`config.mk`:
```
export PLATFORM = sky130hd
export DESIGN_NAME = audio_dsp_control_registers
export DESIGN_NICKNAME = d
export VERILOG_FILES = /design/src/dsp_ctrl_pkg.sv /design/src/ramp_if.sv /design/src/audio_dsp_control_registers.sv /design/src/soft_mute_ramp.sv
export SDC_FILE = /design/constraint.sdc
export NUM_CORES = 1
export LEC_CHECK = 0
export CORE_ASPECT_RATIO = 1.75
export CORE_MARGIN = 5
export CORE_UTILIZATION = 35
export DETAILED_ROUTE_END_ITERATION = 8
export DONT_BUFFER_PORTS = 1
export HOLD_SLACK_MARGIN = 0.12
export MAX_ROUTING_LAYER = met4
export PLACE_DENSITY_LB_ADDON = 0.05
export SYNTH_ARGS = -nofsm -noshare
export SYNTH_HDL_FRONTEND = slang
export SYNTH_SLANG_ARGS = --single-unit
```
`constraint.sdc`:
```
create_clock -name clk -period 3.9 [get_ports clk]
set_input_delay 0.195 -clock clk [delete_from_list [all_inputs] [get_ports clk]]
set_output_delay 0.195 -clock clk [all_outputs]
set_load 0.005 [all_outputs]
```
`src/dsp_ctrl_pkg.sv`:
```
// constants, field layout and reset values of the sound-processing control registers
// assumes 16-bit registers addressed by an 8-bit pointer over the two-wire control port
// Behaviour
// - attack threshold nibble 15:12, reset 1001
// - attack speed nibble 11:8, reset 0010
// - release threshold nibble 7:4, reset 1011
// - release speed nibble 3:0, reset 1010
// - tone gain code: 2 dB steps from -18
// - tone codes above 10010 reserved, no gain
// - high shelf corner bits 8:7, reset 01
// - low shelf gain bits 6:2, reset 01001
// - low shelf corner bits 1:0, reset 01
// - dc block coefficient 9 bits, reset 0x04
// - zero-cross enable delays gain update to crossing
// - de-emphasis select bits 11:10, reset 00
// - hard mute gives 50 % duty output
// - soft mute ramps down/up raised cosine
// - power cap low byte, reset 0xBD
package dsp_ctrl_pkg;
    localparam logic [7:0] REG_COMP = 8'h10;
    localparam logic [7:0] REG_TONE = 8'h11;
    localparam logic [7:0] REG_DCBLK = 8'h12;
    localparam logic [7:0] REG_GAIN = 8'h13;
    localparam logic [7:0] REG_MUTE = 8'h14;
    localparam logic [3:0] RST_ATTACK_THR = 4'h9;
    localparam logic [3:0] RST_ATTACK_SPD = 4'h2;
    localparam logic [3:0] RST_RELEASE_THR = 4'hB;
    localparam logic [3:0] RST_RELEASE_SPD = 4'hA;
    localparam logic [4:0] RST_SHELF_GAIN = 5'h09;
    localparam logic [1:0] RST_SHELF_CORNER = 2'h1;
    localparam logic [8:0] RST_DC_COEFF = 9'h004;
    localparam logic RST_ZC_EN = 1'b1;
    localparam logic [3:0] RST_GAIN_SPARE = 4'h0;
    localparam logic [7:0] RST_GAIN_CODE = 8'hBD;
    localparam logic [1:0] RST_DEEMPH = 2'h0;
    localparam logic RST_HARD_MUTE = 1'b0;
    localparam logic RST_SOFT_MUTE = 1'b0;
    localparam logic [7:0] RST_POWER_CAP = 8'hBD;
    localparam logic [4:0] SHELF_CODE_MAX = 5'h12;
    localparam logic signed [5:0] SHELF_DB_OFFSET = 6'sh12;
    localparam int ZC_BIT = 12;
    localparam int HARD_MUTE_BIT = 9;
    localparam int SOFT_MUTE_BIT = 8;
    localparam logic [3:0] BITS_PER_BYTE = 4'h8;
    localparam logic [3:0] RAMP_LAST = 4'hF;
    typedef enum logic [2:0] {
        st_idle = 3'b000,
        st_addr = 3'b001,
        st_ptr = 3'b010,
        st_wdata = 3'b011,
        st_ack = 3'b100,
        st_rdata = 3'b101,
        st_rack = 3'b110
    } link_state_type;
    function automatic logic signed [5:0] shelf_db(input logic [4:0] code);
        if (code > SHELF_CODE_MAX) begin
            return 6'sh00;
        end
        return $signed({code, 1'b0}) - SHELF_DB_OFFSET;
    endfunction : shelf_db
endpackage : dsp_ctrl_pkg

```
`src/ramp_if.sv`:
```
// carrier between the register bank and the soft-mute ramp
// assumes both ends share one clock
`timescale 1ns/100ps
`default_nettype none
interface ramp_if;
    logic mute_req;
    logic step;
    logic [7:0] gain;
    logic settled;
    modport ctrl (output mute_req, output step, input gain, input settled);
    modport ramp (input mute_req, input step, output gain, output settled);
endinterface : ramp_if
`default_nettype wire

```
`src/audio_dsp_control_registers.sv`:
```
// sound-processing control register bank behind a two-wire serial control port
// assumes scl/sda arrive asynchronously from pins; audio strobes come from logic on clk
`timescale 1ns/100ps
`default_nettype none
module audio_dsp_control_registers #(
    parameter logic [6:0] dev_addr = 7'h2A // arbitrary default, strap per board
) (
    input wire logic clk,
    input wire logic srst,
    input wire logic scl_i,
    input wire logic sda_i,
    output logic sda_o,
    output logic sda_oe,
    input wire logic sample_valid,
    input wire logic sample_sign,
    output logic [3:0] attack_threshold,
    output logic [3:0] attack_speed,
    output logic [3:0] release_threshold,
    output logic [3:0] release_speed,
    output logic signed [5:0] high_shelf_gain_db,
    output logic high_shelf_gain_valid,
    output logic [1:0] high_shelf_corner,
    output logic signed [5:0] low_shelf_gain_db,
    output logic low_shelf_gain_valid,
    output logic [1:0] low_shelf_corner,
    output logic [8:0] dc_block_coeff,
    output logic [7:0] gain_code,
    output logic [1:0] deemph_select,
    output logic hard_mute_active,
    output logic mute_pwm,
    output logic [7:0] soft_mute_gain,
    output logic [7:0] output_power_cap
);
    if (dev_addr < 7'h08 || dev_addr > 7'h77) begin : g_addr_check
        $error("dev_addr falls in a reserved address range");
    end

    // pin synchronisers: three stages, accept a level once stages two and three agree
    logic [2:0] scl_sync;
    logic [2:0] sda_sync;
    logic scl_f;
    logic sda_f;
    logic scl_prev;
    logic sda_prev;
    always_ff @(posedge clk) begin
        if (srst) begin
            scl_sync <= 3'h7;
            sda_sync <= 3'h7;
            scl_f <= 1'b1;
            sda_f <= 1'b1;
            scl_prev <= 1'b1;
            sda_prev <= 1'b1;
        end else begin
            scl_sync <= {scl_sync[1:0], scl_i};
            sda_sync <= {sda_sync[1:0], sda_i};
            scl_f <= (scl_sync[1] == scl_sync[2]) ? scl_sync[2] : scl_f;
            sda_f <= (sda_sync[1] == sda_sync[2]) ? sda_sync[2] : sda_f;
            scl_prev <= scl_f;
            sda_prev <= sda_f;
        end
    end
    wire scl_rise = scl_f && !scl_prev;
    wire scl_fall = !scl_f && scl_prev;
    wire start_seen = scl_f && scl_prev && sda_prev && !sda_f;
    wire stop_seen = scl_f && scl_prev && !sda_prev && sda_f;

    // field storage
    logic [4:0] high_shelf_code;
    logic [4:0] low_shelf_code;
    logic zero_cross_update_en;
    logic [3:0] gain_spare;
    logic [7:0] gain_code_req;
    logic hard_mute;
    logic soft_mute;

    // serial engine state
    dsp_ctrl_pkg::link_state_type state;
    dsp_ctrl_pkg::link_state_type ack_next;
    logic [7:0] shift;
    logic [3:0] bit_cnt;
    logic byte_sel;
    logic [7:0] ptr;
    logic [7:0] msb_hold;
    logic master_nack;
    logic wr_en;
    logic [7:0] wr_addr;
    logic [15:0] wr_data;

    wire [15:0] rd_word =
        (ptr == dsp_ctrl_pkg::REG_COMP) ? {attack_threshold, attack_speed, release_threshold, release_speed} :
        (ptr == dsp_ctrl_pkg::REG_TONE) ? {2'h0, high_shelf_code, high_shelf_corner, low_shelf_code,
                                           low_shelf_corner} :
        (ptr == dsp_ctrl_pkg::REG_DCBLK) ? {7'h00, dc_block_coeff} :
        (ptr == dsp_ctrl_pkg::REG_GAIN) ? {3'h0, zero_cross_update_en, gain_spare, gain_code_req} :
        (ptr == dsp_ctrl_pkg::REG_MUTE) ? {4'h0, deemph_select, hard_mute, soft_mute, output_power_cap} :
        16'h0000;
    wire [7:0] tx_byte = byte_sel ? rd_word[7:0] : rd_word[15:8];
    wire [2:0] tx_idx = 3'(4'h7 - bit_cnt);
    wire byte_done = (bit_cnt == dsp_ctrl_pkg::BITS_PER_BYTE);
    wire addr_match = (shift[7:1] == dev_addr);
    wire receiving = (state == dsp_ctrl_pkg::st_addr) || (state == dsp_ctrl_pkg::st_ptr) ||
                     (state == dsp_ctrl_pkg::st_wdata);

    always_ff @(posedge clk) begin
        if (srst) begin
            state <= dsp_ctrl_pkg::st_idle;
            ack_next <= dsp_ctrl_pkg::st_idle;
            shift <= 8'h00;
            bit_cnt <= 4'h0;
            byte_sel <= 1'b0;
            ptr <= 8'h00;
            msb_hold <= 8'h00;
            master_nack <= 1'b0;
            sda_oe <= 1'b0;
            wr_en <= 1'b0;
            wr_addr <= 8'h00;
            wr_data <= 16'h0000;
        end else begin
            wr_en <= 1'b0;
            if (start_seen) begin
                state <= dsp_ctrl_pkg::st_addr;
                bit_cnt <= 4'h0;
                byte_sel <= 1'b0;
                sda_oe <= 1'b0;
            end else if (stop_seen) begin
                state <= dsp_ctrl_pkg::st_idle;
                sda_oe <= 1'b0;
            end else if (scl_rise) begin
                if (receiving) begin
                    shift <= {shift[6:0], sda_f};
                    bit_cnt <= bit_cnt + 4'h1;
                end else if (state == dsp_ctrl_pkg::st_rack) begin
                    master_nack <= sda_f;
                    byte_sel <= !byte_sel;
                    ptr <= byte_sel ? ptr + 8'h01 : ptr;
                end
            end else if (scl_fall) begin
                case (state)
                    dsp_ctrl_pkg::st_addr: begin
                        if (byte_done) begin
                            state <= addr_match ? dsp_ctrl_pkg::st_ack : dsp_ctrl_pkg::st_idle;
                            sda_oe <= addr_match;
                            ack_next <= shift[0] ? dsp_ctrl_pkg::st_rdata : dsp_ctrl_pkg::st_ptr;
                        end
                    end
                    dsp_ctrl_pkg::st_ptr: begin
                        if (byte_done) begin
                            ptr <= shift;
                            byte_sel <= 1'b0;
                            state <= dsp_ctrl_pkg::st_ack;
                            sda_oe <= 1'b1;
                            ack_next <= dsp_ctrl_pkg::st_wdata;
                        end
                    end
                    dsp_ctrl_pkg::st_wdata: begin
                        if (byte_done) begin
                            // high byte held until the low byte lands so a word never updates half-way
                            msb_hold <= shift;
                            wr_en <= byte_sel;
                            wr_addr <= ptr;
                            wr_data <= {msb_hold, shift};
                            ptr <= byte_sel ? ptr + 8'h01 : ptr;
                            byte_sel <= !byte_sel;
                            state <= dsp_ctrl_pkg::st_ack;
                            sda_oe <= 1'b1;
                            ack_next <= dsp_ctrl_pkg::st_wdata;
                        end
                    end
                    dsp_ctrl_pkg::st_ack: begin
                        state <= ack_next;
                        if (ack_next == dsp_ctrl_pkg::st_rdata) begin
                            sda_oe <= !tx_byte[7];
                            bit_cnt <= 4'h1;
                        end else begin
                            sda_oe <= 1'b0;
                            bit_cnt <= 4'h0;
                        end
                    end
                    dsp_ctrl_pkg::st_rdata: begin
                        if (byte_done) begin
                            sda_oe <= 1'b0;
                            state <= dsp_ctrl_pkg::st_rack;
                        end else begin
                            sda_oe <= !tx_byte[tx_idx];
                            bit_cnt <= bit_cnt + 4'h1;
                        end
                    end
                    dsp_ctrl_pkg::st_rack: begin
                        state <= master_nack ? dsp_ctrl_pkg::st_idle : dsp_ctrl_pkg::st_rdata;
                        sda_oe <= master_nack ? 1'b0 : !tx_byte[7];
                        bit_cnt <= 4'h1;
                    end
                    default: begin
                        sda_oe <= 1'b0;
                    end
                endcase
            end
        end
    end

    // register writes
    wire wr_comp = wr_en && (wr_addr == dsp_ctrl_pkg::REG_COMP);
    wire wr_tone = wr_en && (wr_addr == dsp_ctrl_pkg::REG_TONE);
    wire wr_dcblk = wr_en && (wr_addr == dsp_ctrl_pkg::REG_DCBLK);
    wire wr_gain = wr_en && (wr_addr == dsp_ctrl_pkg::REG_GAIN);
    wire wr_mute = wr_en && (wr_addr == dsp_ctrl_pkg::REG_MUTE);
    always_ff @(posedge clk) begin
        if (srst) begin
            attack_threshold <= dsp_ctrl_pkg::RST_ATTACK_THR;
            attack_speed <= dsp_ctrl_pkg::RST_ATTACK_SPD;
            release_threshold <= dsp_ctrl_pkg::RST_RELEASE_THR;
            release_speed <= dsp_ctrl_pkg::RST_RELEASE_SPD;
            high_shelf_code <= dsp_ctrl_pkg::RST_SHELF_GAIN;
            high_shelf_corner <= dsp_ctrl_pkg::RST_SHELF_CORNER;
            low_shelf_code <= dsp_ctrl_pkg::RST_SHELF_GAIN;
            low_shelf_corner <= dsp_ctrl_pkg::RST_SHELF_CORNER;
            dc_block_coeff <= dsp_ctrl_pkg::RST_DC_COEFF;
            zero_cross_update_en <= dsp_ctrl_pkg::RST_ZC_EN;
            gain_spare <= dsp_ctrl_pkg::RST_GAIN_SPARE;
            gain_code_req <= dsp_ctrl_pkg::RST_GAIN_CODE;
            deemph_select <= dsp_ctrl_pkg::RST_DEEMPH;
            hard_mute <= dsp_ctrl_pkg::RST_HARD_MUTE;
            soft_mute <= dsp_ctrl_pkg::RST_SOFT_MUTE;
            output_power_cap <= dsp_ctrl_pkg::RST_POWER_CAP;
        end else begin
            if (wr_comp) begin
                attack_threshold <= wr_data[15:12];
                attack_speed <= wr_data[11:8];
                release_threshold <= wr_data[7:4];
                release_speed <= wr_data[3:0];
            end
            if (wr_tone) begin
                high_shelf_code <= wr_data[13:9];
                high_shelf_corner <= wr_data[8:7];
                low_shelf_code <= wr_data[6:2];
                low_shelf_corner <= wr_data[1:0];
            end
            if (wr_dcblk) begin
                dc_block_coeff <= wr_data[8:0];
            end
            if (wr_gain) begin
                zero_cross_update_en <= wr_data[dsp_ctrl_pkg::ZC_BIT];
                gain_spare <= wr_data[11:8];
                gain_code_req <= wr_data[7:0];
            end
            if (wr_mute) begin
                deemph_select <= wr_data[11:10];
                hard_mute <= wr_data[dsp_ctrl_pkg::HARD_MUTE_BIT];
                soft_mute <= wr_data[dsp_ctrl_pkg::SOFT_MUTE_BIT];
                output_power_cap <= wr_data[7:0];
            end
        end
    end

    // applied settings: decoded gain, zero-crossing gain update, hard mute toggle
    logic last_sign;
    wire zero_cross = sample_valid && (sample_sign != last_sign);
    wire gain_apply = !zero_cross_update_en || zero_cross;
    wire hs_ok = (high_shelf_code <= dsp_ctrl_pkg::SHELF_CODE_MAX);
    wire ls_ok = (low_shelf_code <= dsp_ctrl_pkg::SHELF_CODE_MAX);
    always_ff @(posedge clk) begin
        if (srst) begin
            last_sign <= 1'b0;
            gain_code <= dsp_ctrl_pkg::RST_GAIN_CODE;
            high_shelf_gain_db <= 6'sh00;
            high_shelf_gain_valid <= 1'b1;
            low_shelf_gain_db <= 6'sh00;
            low_shelf_gain_valid <= 1'b1;
            hard_mute_active <= 1'b0;
            mute_pwm <= 1'b0;
            sda_o <= 1'b0;
        end else begin
            last_sign <= sample_valid ? sample_sign : last_sign;
            gain_code <= gain_apply ? gain_code_req : gain_code;
            high_shelf_gain_db <= dsp_ctrl_pkg::shelf_db(high_shelf_code);
            high_shelf_gain_valid <= hs_ok;
            low_shelf_gain_db <= dsp_ctrl_pkg::shelf_db(low_shelf_code);
            low_shelf_gain_valid <= ls_ok;
            hard_mute_active <= hard_mute;
            // one-clock toggle keeps duty exactly half whatever the audio rate
            mute_pwm <= hard_mute ? !mute_pwm : 1'b0;
            sda_o <= 1'b0;
        end
    end

    ramp_if rp ();
    assign rp.mute_req = soft_mute;
    assign rp.step = sample_valid;
    soft_mute_ramp u_ramp (
        .clk(clk),
        .srst(srst),
        .rp(rp.ramp)
    );
    assign soft_mute_gain = rp.gain;
endmodule : audio_dsp_control_registers
`default_nettype wire

```
`src/soft_mute_ramp.sv`:
```
// raised-cosine soft-mute gain ramp, one table step per audio sample
// assumes step is a one-cycle strobe from the same clock
`timescale 1ns/100ps
`default_nettype none
module soft_mute_ramp (
    input wire logic clk,
    input wire logic srst,
    ramp_if.ramp rp
);
    logic [3:0] phase;
    // table of 255*(1+cos(pi*i/15))/2, kept as constants to avoid a multiplier
    function automatic logic [7:0] cosine_gain(input logic [3:0] i);
        case (i)
            4'h0: return 8'hFF;
            4'h1: return 8'hFC;
            4'h2: return 8'hF3;
            4'h3: return 8'hE4;
            4'h4: return 8'hD1;
            4'h5: return 8'hBB;
            4'h6: return 8'hA4;
            4'h7: return 8'h8C;
            4'h8: return 8'h73;
            4'h9: return 8'h5B;
            4'hA: return 8'h44;
            4'hB: return 8'h2E;
            4'hC: return 8'h1B;
            4'hD: return 8'h0C;
            4'hE: return 8'h03;
            default: return 8'h00;
        endcase
    endfunction : cosine_gain
    wire go_down = rp.step && rp.mute_req && (phase != dsp_ctrl_pkg::RAMP_LAST);
    wire go_up = rp.step && !rp.mute_req && (phase != 4'h0);
    wire [3:0] next_phase = go_down ? phase + 4'h1 : (go_up ? phase - 4'h1 : phase);
    always_ff @(posedge clk) begin
        if (srst) begin
            phase <= 4'h0;
            rp.gain <= 8'hFF;
            rp.settled <= 1'b1;
        end else begin
            phase <= next_phase;
            rp.gain <= cosine_gain(next_phase);
            rp.settled <= rp.mute_req ? (next_phase == dsp_ctrl_pkg::RAMP_LAST) : (next_phase == 4'h0);
        end
    end
endmodule : soft_mute_ramp
`default_nettype wire

```
==> results of run 1 <==
-- sequential cells by signal, summed over array words and instances (netlist names), 4 cells and up --
signal,count
attack_threshold,4
u_ramp.phase,4
ptr,8
attack_speed,4
gain_code_req,8
dc_block_coeff,9
msb_hold,7
high_shelf_gain_db,5
gain_spare,4
high_shelf_code,5
low_shelf_code,5
gain_code,8
low_shelf_gain_db,5
wr_addr,8
release_threshold,4
release_speed,4
wr_data,9
shift,8
bit_cnt,4
output_power_cap,8
u_ramp.rp.gain,8
-- Yosys cell counts (4+ instances only) --
cell	n
or3_1	6
and3_1	7
a22oi_1	8
nand2b_1	9
o31ai_1	9
a31oi_1	6
or2_2	9
and2_1	4
nor3_1	14
xor2_1	4
inv_1	24
clkbuf_1	48
nor2_1	88
nor3b_1	9
o21ai_0	38
o211ai_1	11
nor2b_1	13
nand2_1	167
a221oi_1	6
a21oi_1	57
buf_2	7
a211oi_1	15
dfxtp_1	163
nand3_1	25
nand3b_1	4
ha_1	21
buf_4	4
mux2i_1	66
nand4_1	4
o211a_1	4
-- stage by stage --
stage | total power (W) | setup WS [ns] | util
2_1_floorplan | 0.00221 | 1.63 | -
3_3_place_gp | 0.00233 | 1.28 | 0.364
3_5_place_dp | 0.00235 | 1.21 | 0.364
4_1_cts | 0.00414 | 1.19 | 0.395
5_1_grt | 0.00428 | 0.991 | 0.395
6_report | 0.00409 | 1.17 | 0.395
-- cells by family (layout without fill, tap and decap cells) --
group	Yosys count	after routing	synth area share
buf+inv	86	73	0.0467
simple gates	379	379	0.234
compound gates	185	185	0.158
flops	163	163	0.431
mux	66	66	0.0872
other cells	1	3	0.000495
xor+xnor	7	7	0.00809
fa+ha+maj	21	21	0.0347
-- critical path: stages, from the launching register on --
cell	delay (ns)
dfxtp_1	0.41
inv_1	0.07
ha_1	0.21
nor3b_1	0.16
nor2_1	0.17
a31oi_1	0.08
xnor2_1	0.38
inv_1	0.23
ha_1	0.24
or3_1	0.41
o211ai_1	0.10
nand3_1	0.12
-- per-layer routing --
layer / share of wire / vias up
met4: 0.042 / 0
met3: 0.040 / 46
met2: 0.54 / 153
li1: - / 3102
met1: 0.37 / 3118
met5: 0 / -
-- worst paths after layout --
path | from | to | slack (ns) | cells past startpoint
max | u_ramp.phase[0]$_SDFF_PP0_ | u_ramp.rp.gain[4]$_SDFF_PP1_ | 1.17 | 11
min | srst | gain_code[6]$_SDFFE_PP0P_ | 0.16 | 2
max reg2reg | u_ramp.phase[0]$_SDFF_PP0_ | u_ramp.rp.gain[4]$_SDFF_PP1_ | 1.17 | 11
min reg2reg | scl_sync[0]$_SDFF_PP1_ | scl_sync[1]$_SDFF_PP1_ | 0.41 | 1
-- where the power goes --
part,switching [W],internal [W],leakage [nW]
Clock,0.000731,0.00102,0.285
Combinational,0.000371,0.000207,1.55
Sequential,0.0000431,0.00172,1.32
-- area by class of cell --
class,instances,area [um2]
clock inverters,14,180
repair buffers,17,158
fillers,2209,12900
inverters,24,90.1
multi-input cells,661,3980
clock buffers,18,429
well taps,292,365
flip-flops and latches,163,3260
==> out/metrics.cfg, run 1 <==
[global_route]
grt_busiest_layer = met2
grt_overflow = 0
grt_pass1_vias = 6351
grt_max_degree = 100
globalRouteMet3Util = 0.0470
grt_use_total = 0.218
use_met1 = 0.226
antenna_found_initial = 0
grt_pass1_wl_um = 39300
use_met2 = 0.391

[timing]
slew_headroom = 0.385
min_period_ns = 2.73
skew_ns = 0.00906
rsz0062_at_grt = no
finalSetupViolCount = 0
period_share = 0.700
hold_viol = 0
hold_slack_ns = 0.160
fmax_mhz = 366
worst_slew_pin_slew_ns = 0.920
tns_ns = 0
report.final.slew_viol_count = 0

[place]
dpl.hpwl_um = 18800
place_congestion = 0.876
place.port_buffers = 0
post_dp_cell_area_um2 = 7780
place_inst = 1152

[floorplan]
rows = 71
initial_core_util = 0.354
die_w_um = 121
io_pins = 79
die_area_um2 = 24800
die_h_um = 205
core_um2 = 21400

[worst_setup_path]
critical_path_arrival_ns = 3.00
end_kind = flop
cp-start-kind = flop
path_max_fanout = 6
path_class = reg -> reg
cp.required_ns = 4.17

[final_layout]
nNetsFinal = 911
syn_to_final_growth_pct = 11.7
layout.cells.non_filler = 1189
diodes = 0
mostFrequentLayoutCell = nand2_1
design_area_um2 = 8460
final_cell_mix = 167 x nand2_1, 163 x dfxtp_1, 88 x nor2_1
drive_above_1_share = 0.0713

[outcome]
status = finished clean

[clock_tree]
clk_latency_ns = 0.43
cts_root_buf = clkbuf_16
clk_path_buf_depth = 2
holdBufCountCts = 5
cts_buffers = 17
cts-resized-gates = 0
cts_tree = built
h-tree-depth = 4
clk_pin_slew_ns = 0.07
cts_setup_buffers = 0
clock_sinks = 163

[power_and_ir_drop]
cellPowerDensity_nw_per_um2 = 483
p_leak_nw = 3.15
peakVddDrop_uv = 414

[yosys]
synth_cells = 908
synth_top_area_share = 0.431
yosys_warnings = 0
synth_cell_types = 65
synth_edf_count = 0
syn-mean-instance-area_um2 = 8.34
netlist_top_cells_area = dfxtp_1 43%, mux2i_1 8.7%, nand2_1 8.3%
synth_top_flop_cell = dfxtp_1
syn_area_um2 = 7570
async_flop_share = 0
ys_seq_area_frac = 0.431
ys_seq_elements = 163
yosysTopAreaCell = dfxtp_1

[routing]
vias = 6419
drtIter0Drc = 448
wl_per_cell_um = 21.6
wl_um = 25700
via_per_inst = 5.40
drt_pass1_iterations = 4
remaining_drc_errors = 0
ant_nets = 0

[worst_hold_path]
hp-class = in -> reg

[run]
cap_violations = 0

Note: power is estimated with default switching activity, not from simulation.
==> run 2: changes to the inputs <==
- ABC_AREA: unset -> 1
- clock period: 3.9 -> 2.7 ns (I/O delays scaled with it)
==> run 2 against run 1 <==
Count of clock-buffer cells in the layout increased by 1; highest routed layer unchanged; sequential power increased by 45%; hold slack better by 0.071 ns; die area is 1.1% lower; sequential share of layout area barely moved; flip-flop and latch count is the same; total power is 37% higher; critical path type unchanged; synthesized area fell by 1.2%.
==> out/metrics.cfg, run 2 <==
[power_and_ir_drop]
totalPowerFinal_w = 0.00561  ; +37%
pwr-share-clk = 0.418  ; -0.010
seqPwrFrac = 0.454  ; +0.023
peakVddDrop_uv = 533  ; +29%
p_leak_nw = 3.59  ; +14%
p_sw_frac = 0.271  ; -0.00865
switchingPower_w = 0.00152  ; +33%
combPwrFrac = 0.128  ; -0.013
internal-power_w = 0.00409  ; +39%
cellPowerDensity_nw_per_um2 = 663  ; +37%

[clock_tree]
clk_latency_ns = 0.44  ; about the same
h-tree-depth = 4  ; unchanged
cts_root_buf = clkbuf_16
clk_path_buf_depth = 2  ; unchanged
cts_buffers = 17  ; unchanged
clk_pin_slew_ns = 0.06  ; about the same
cts_setup_buffers = 0  ; unchanged
cts_tree = built
clock_sinks = 163  ; unchanged

[worst_setup_path]
cp.required_ns = 3.02  ; -1.15 ns
crit_slowest_cell = dlygate4sd3_1
path_class = reg -> reg
path_buf_inv = 6  ; +4
end_kind = flop
critical_path_arrival_ns = 2.79  ; -0.21 ns
path_delay_family = buffers and inverters
cpMostUsedCell = inv_1
path_max_fanout = 11  ; +5
path_cells = inv_1 > ha_1 > inv_1 > o21ai_0 > nor2_1 > inv_1 > nor2_1 > buf_4 > inv_1 > nand2_1 > a21oi_1 > dlygate4sd3_1
cp-start-kind = flop
critPathMaxStageDelay_ns = 0.56  ; +0.15 ns

[timing]
finalWorstSetupSlack_ns = 0.227  ; -0.942 ns
fmax_mhz = 404  ; +10%
min_period_ns = 2.47  ; -0.258 ns
hold_viol = 0  ; unchanged
finalSetupViolCount = 0  ; unchanged
period_share = 0.916  ; +0.216
tns_ns = 0  ; unchanged
skew_ns = 0.0110  ; +0.00191 ns
report.final.slew_viol_count = 0  ; unchanged
worst_slew_pin_slew_ns = 0.699  ; -0.221 ns
rsz0062_at_grt = no
slew_headroom = 0.529  ; +0.145

[run]
cap_violations = 0  ; unchanged

[floorplan]
initial_core_util = 0.356  ; +0.00226
core_um2 = 21000  ; -1.8%
die_w_um = 121  ; -0.54%
io_pins = 79  ; unchanged
rows = 70  ; -1.4%
die_area_um2 = 24500  ; -1.1%
die_h_um = 203  ; -0.57%

[place]
place_congestion = 0.967  ; +10%
place_inst = 1237  ; +7.4%
post_dp_cell_area_um2 = 7820  ; +0.51%
place.port_buffers = 0  ; unchanged
pre_cts_slack_ns = 0.310  ; -0.896 ns
dpl.hpwl_um = 18900  ; +0.87%

[final_layout]
mostFrequentLayoutCell = nand2_1
final_cell_mix = 174 x nand2_1, 162 x dfxtp_1, 119 x inv_1
design_area_um2 = 8460  ; about the same
layout.cells.non_filler = 1273  ; +7.1%
drive_above_1_share = 0.103  ; +0.0315
nNetsFinal = 1038  ; +14%
reg.largest.list = dc_block_coeff (9), wr_data (9)
syn_to_final_growth_pct = 13.1
diodes = 0  ; unchanged

[routing]
ant_nets = 0  ; unchanged
via_per_inst = 5.23  ; -3.1%
top_layer_used = met4
wl_per_cell_um = 19.6  ; -9.2%
wl_met1_um = 9380  ; -2.6%
remaining_drc_errors = 0  ; unchanged
wl_met3_um = 706  ; -32%
vias = 6657  ; +3.7%
drtIter0Drc = 422  ; -5.8%
drt_pass1_iterations = 5  ; +1
wl_met2_um = 13600  ; -2.9%
wl_um = 25000  ; -2.8%

[yosys]
synthTopCellsByCount = 174 x nand2_1, 163 x dfxtp_1, 120 x inv_1
synth_edf_count = 0  ; unchanged
syn_area_um2 = 7480  ; -1.2%
async_flop_share = 0  ; unchanged
syn-mean-instance-area_um2 = 7.48  ; -10%
yosys_warnings = 0  ; unchanged
synth_top_flop_cell = dfxtp_1
yosysTopAreaCell = dfxtp_1
ys_seq_area_frac = 0.436  ; +0.00519
yosysMostFrequentCell = nand2_1
synth_cells = 1000  ; +10%
ys_seq_elements = 163  ; unchanged
synth_cell_types = 49  ; -25%
synth_top_area_share = 0.436  ; +0.00519
netlist_top_cells_area = dfxtp_1 44%, nand2_1 8.7%, o21ai_0 6.8%

[global_route]
grt_pass1_vias = 6524  ; +2.7%
grt_pass1_wl_um = 38600  ; -1.7%
antenna_found_initial = 0  ; unchanged
grt_max_degree = 55  ; -45%
grt_overflow = 0  ; unchanged
grt_use_total = 0.214  ; -0.00445

[worst_hold_path]
hp-class = in -> reg

[outcome]
status = finished clean

==> run 2: final timing paths <==
check / cells after the start / end / from / slack, ns
worst max-delay path: 12 / ptr[7]$_SDFFE_PP0P_ / scl_prev$_SDFF_PP1_ / 0.23
worst min-delay path: 3 / u_ramp.phase[1]$_SDFF_PP0_ / sample_valid / 0.23
worst max register to register: 12 / ptr[7]$_SDFFE_PP0P_ / scl_prev$_SDFF_PP1_ / 0.23
worst min register to register: 1 / low_shelf_gain_db[1]$_SDFF_PP0_ / low_shelf_code[0]$_SDFFE_PP1P_ / 0.41
==> run 2: per-stage QoR <==
| stage | hold WS, ns | utilization |
|---|---|---|
| 2_1_floorplan | 0.239 | - |
| 3_3_place_gp | 0.216 | 0.372 |
| 3_5_place_dp | 0.218 | 0.372 |
| 4_1_cts | 0.221 | 0.402 |
| 5_1_grt | 0.269 | 0.403 |
| 6_report | 0.232 | 0.403 |
==> run 2: cell type report <==
type / instances / area, um2
Inverter: 133 / 499
Fill cell: 2207 / 12600
Sequential cell: 163 / 3260
Clock buffer: 19 / 433
Tap cell: 252 / 315
Clock inverter: 10 / 114
Multi-Input combinational cell: 665 / 3550
Timing Repair Buffer: 31 / 285
==> run 2: cell families after synthesis <==
kind of cell	Yosys count	share of synthesized area
fa+ha+maj	21	0.0351
xor+xnor	8	0.00936
buf+inv	174	0.0926
other cells	1	0.000501
simple gates	361	0.218
compound gates	272	0.208
flops	163	0.436
==> run 2: routing by layer <==
layer	vias to the layer above	global-route usage
li1	3342	-
met1	3117	0.219
met2	146	0.385
met3	52	0.0325
met4	0	0.119
met5	-	-
==> run 2: worst reg2reg max path, stage by stage, from the launching register on <==
cell,delay (ns)
dfxtp_1,0.39
inv_1,0.08
ha_1,0.27
inv_1,0.23
o21ai_0,0.12
nor2_1,0.12
inv_1,0.08
nor2_1,0.09
buf_4,0.19
inv_1,0.10
nand2_1,0.06
a21oi_1,0.05
dlygate4sd3_1,0.56
==> run 2: repair_timing <==
item / 4_1_cts / 5_1_grt
hold endpoints to repair: 57 / 0
setup endpoints to repair: 0 / 1
hold buffers: 7 / 0
resized for setup: 0 / 3
==> run 2: power by group through the flow <==
stage / logic, W / registers (W) / clock network [W]
6_report: 0.000718 / 0.00255 / 0.00234
5_1_grt: 0.000817 / 0.00256 / 0.00250
4_1_cts: 0.000729 / 0.00255 / 0.00241
3_5_place_dp: 0.000700 / 0.00260 / 0
3_3_place_gp: 0.000711 / 0.00260 / 0
2_1_floorplan: 0.000520 / 0.00259 / 0
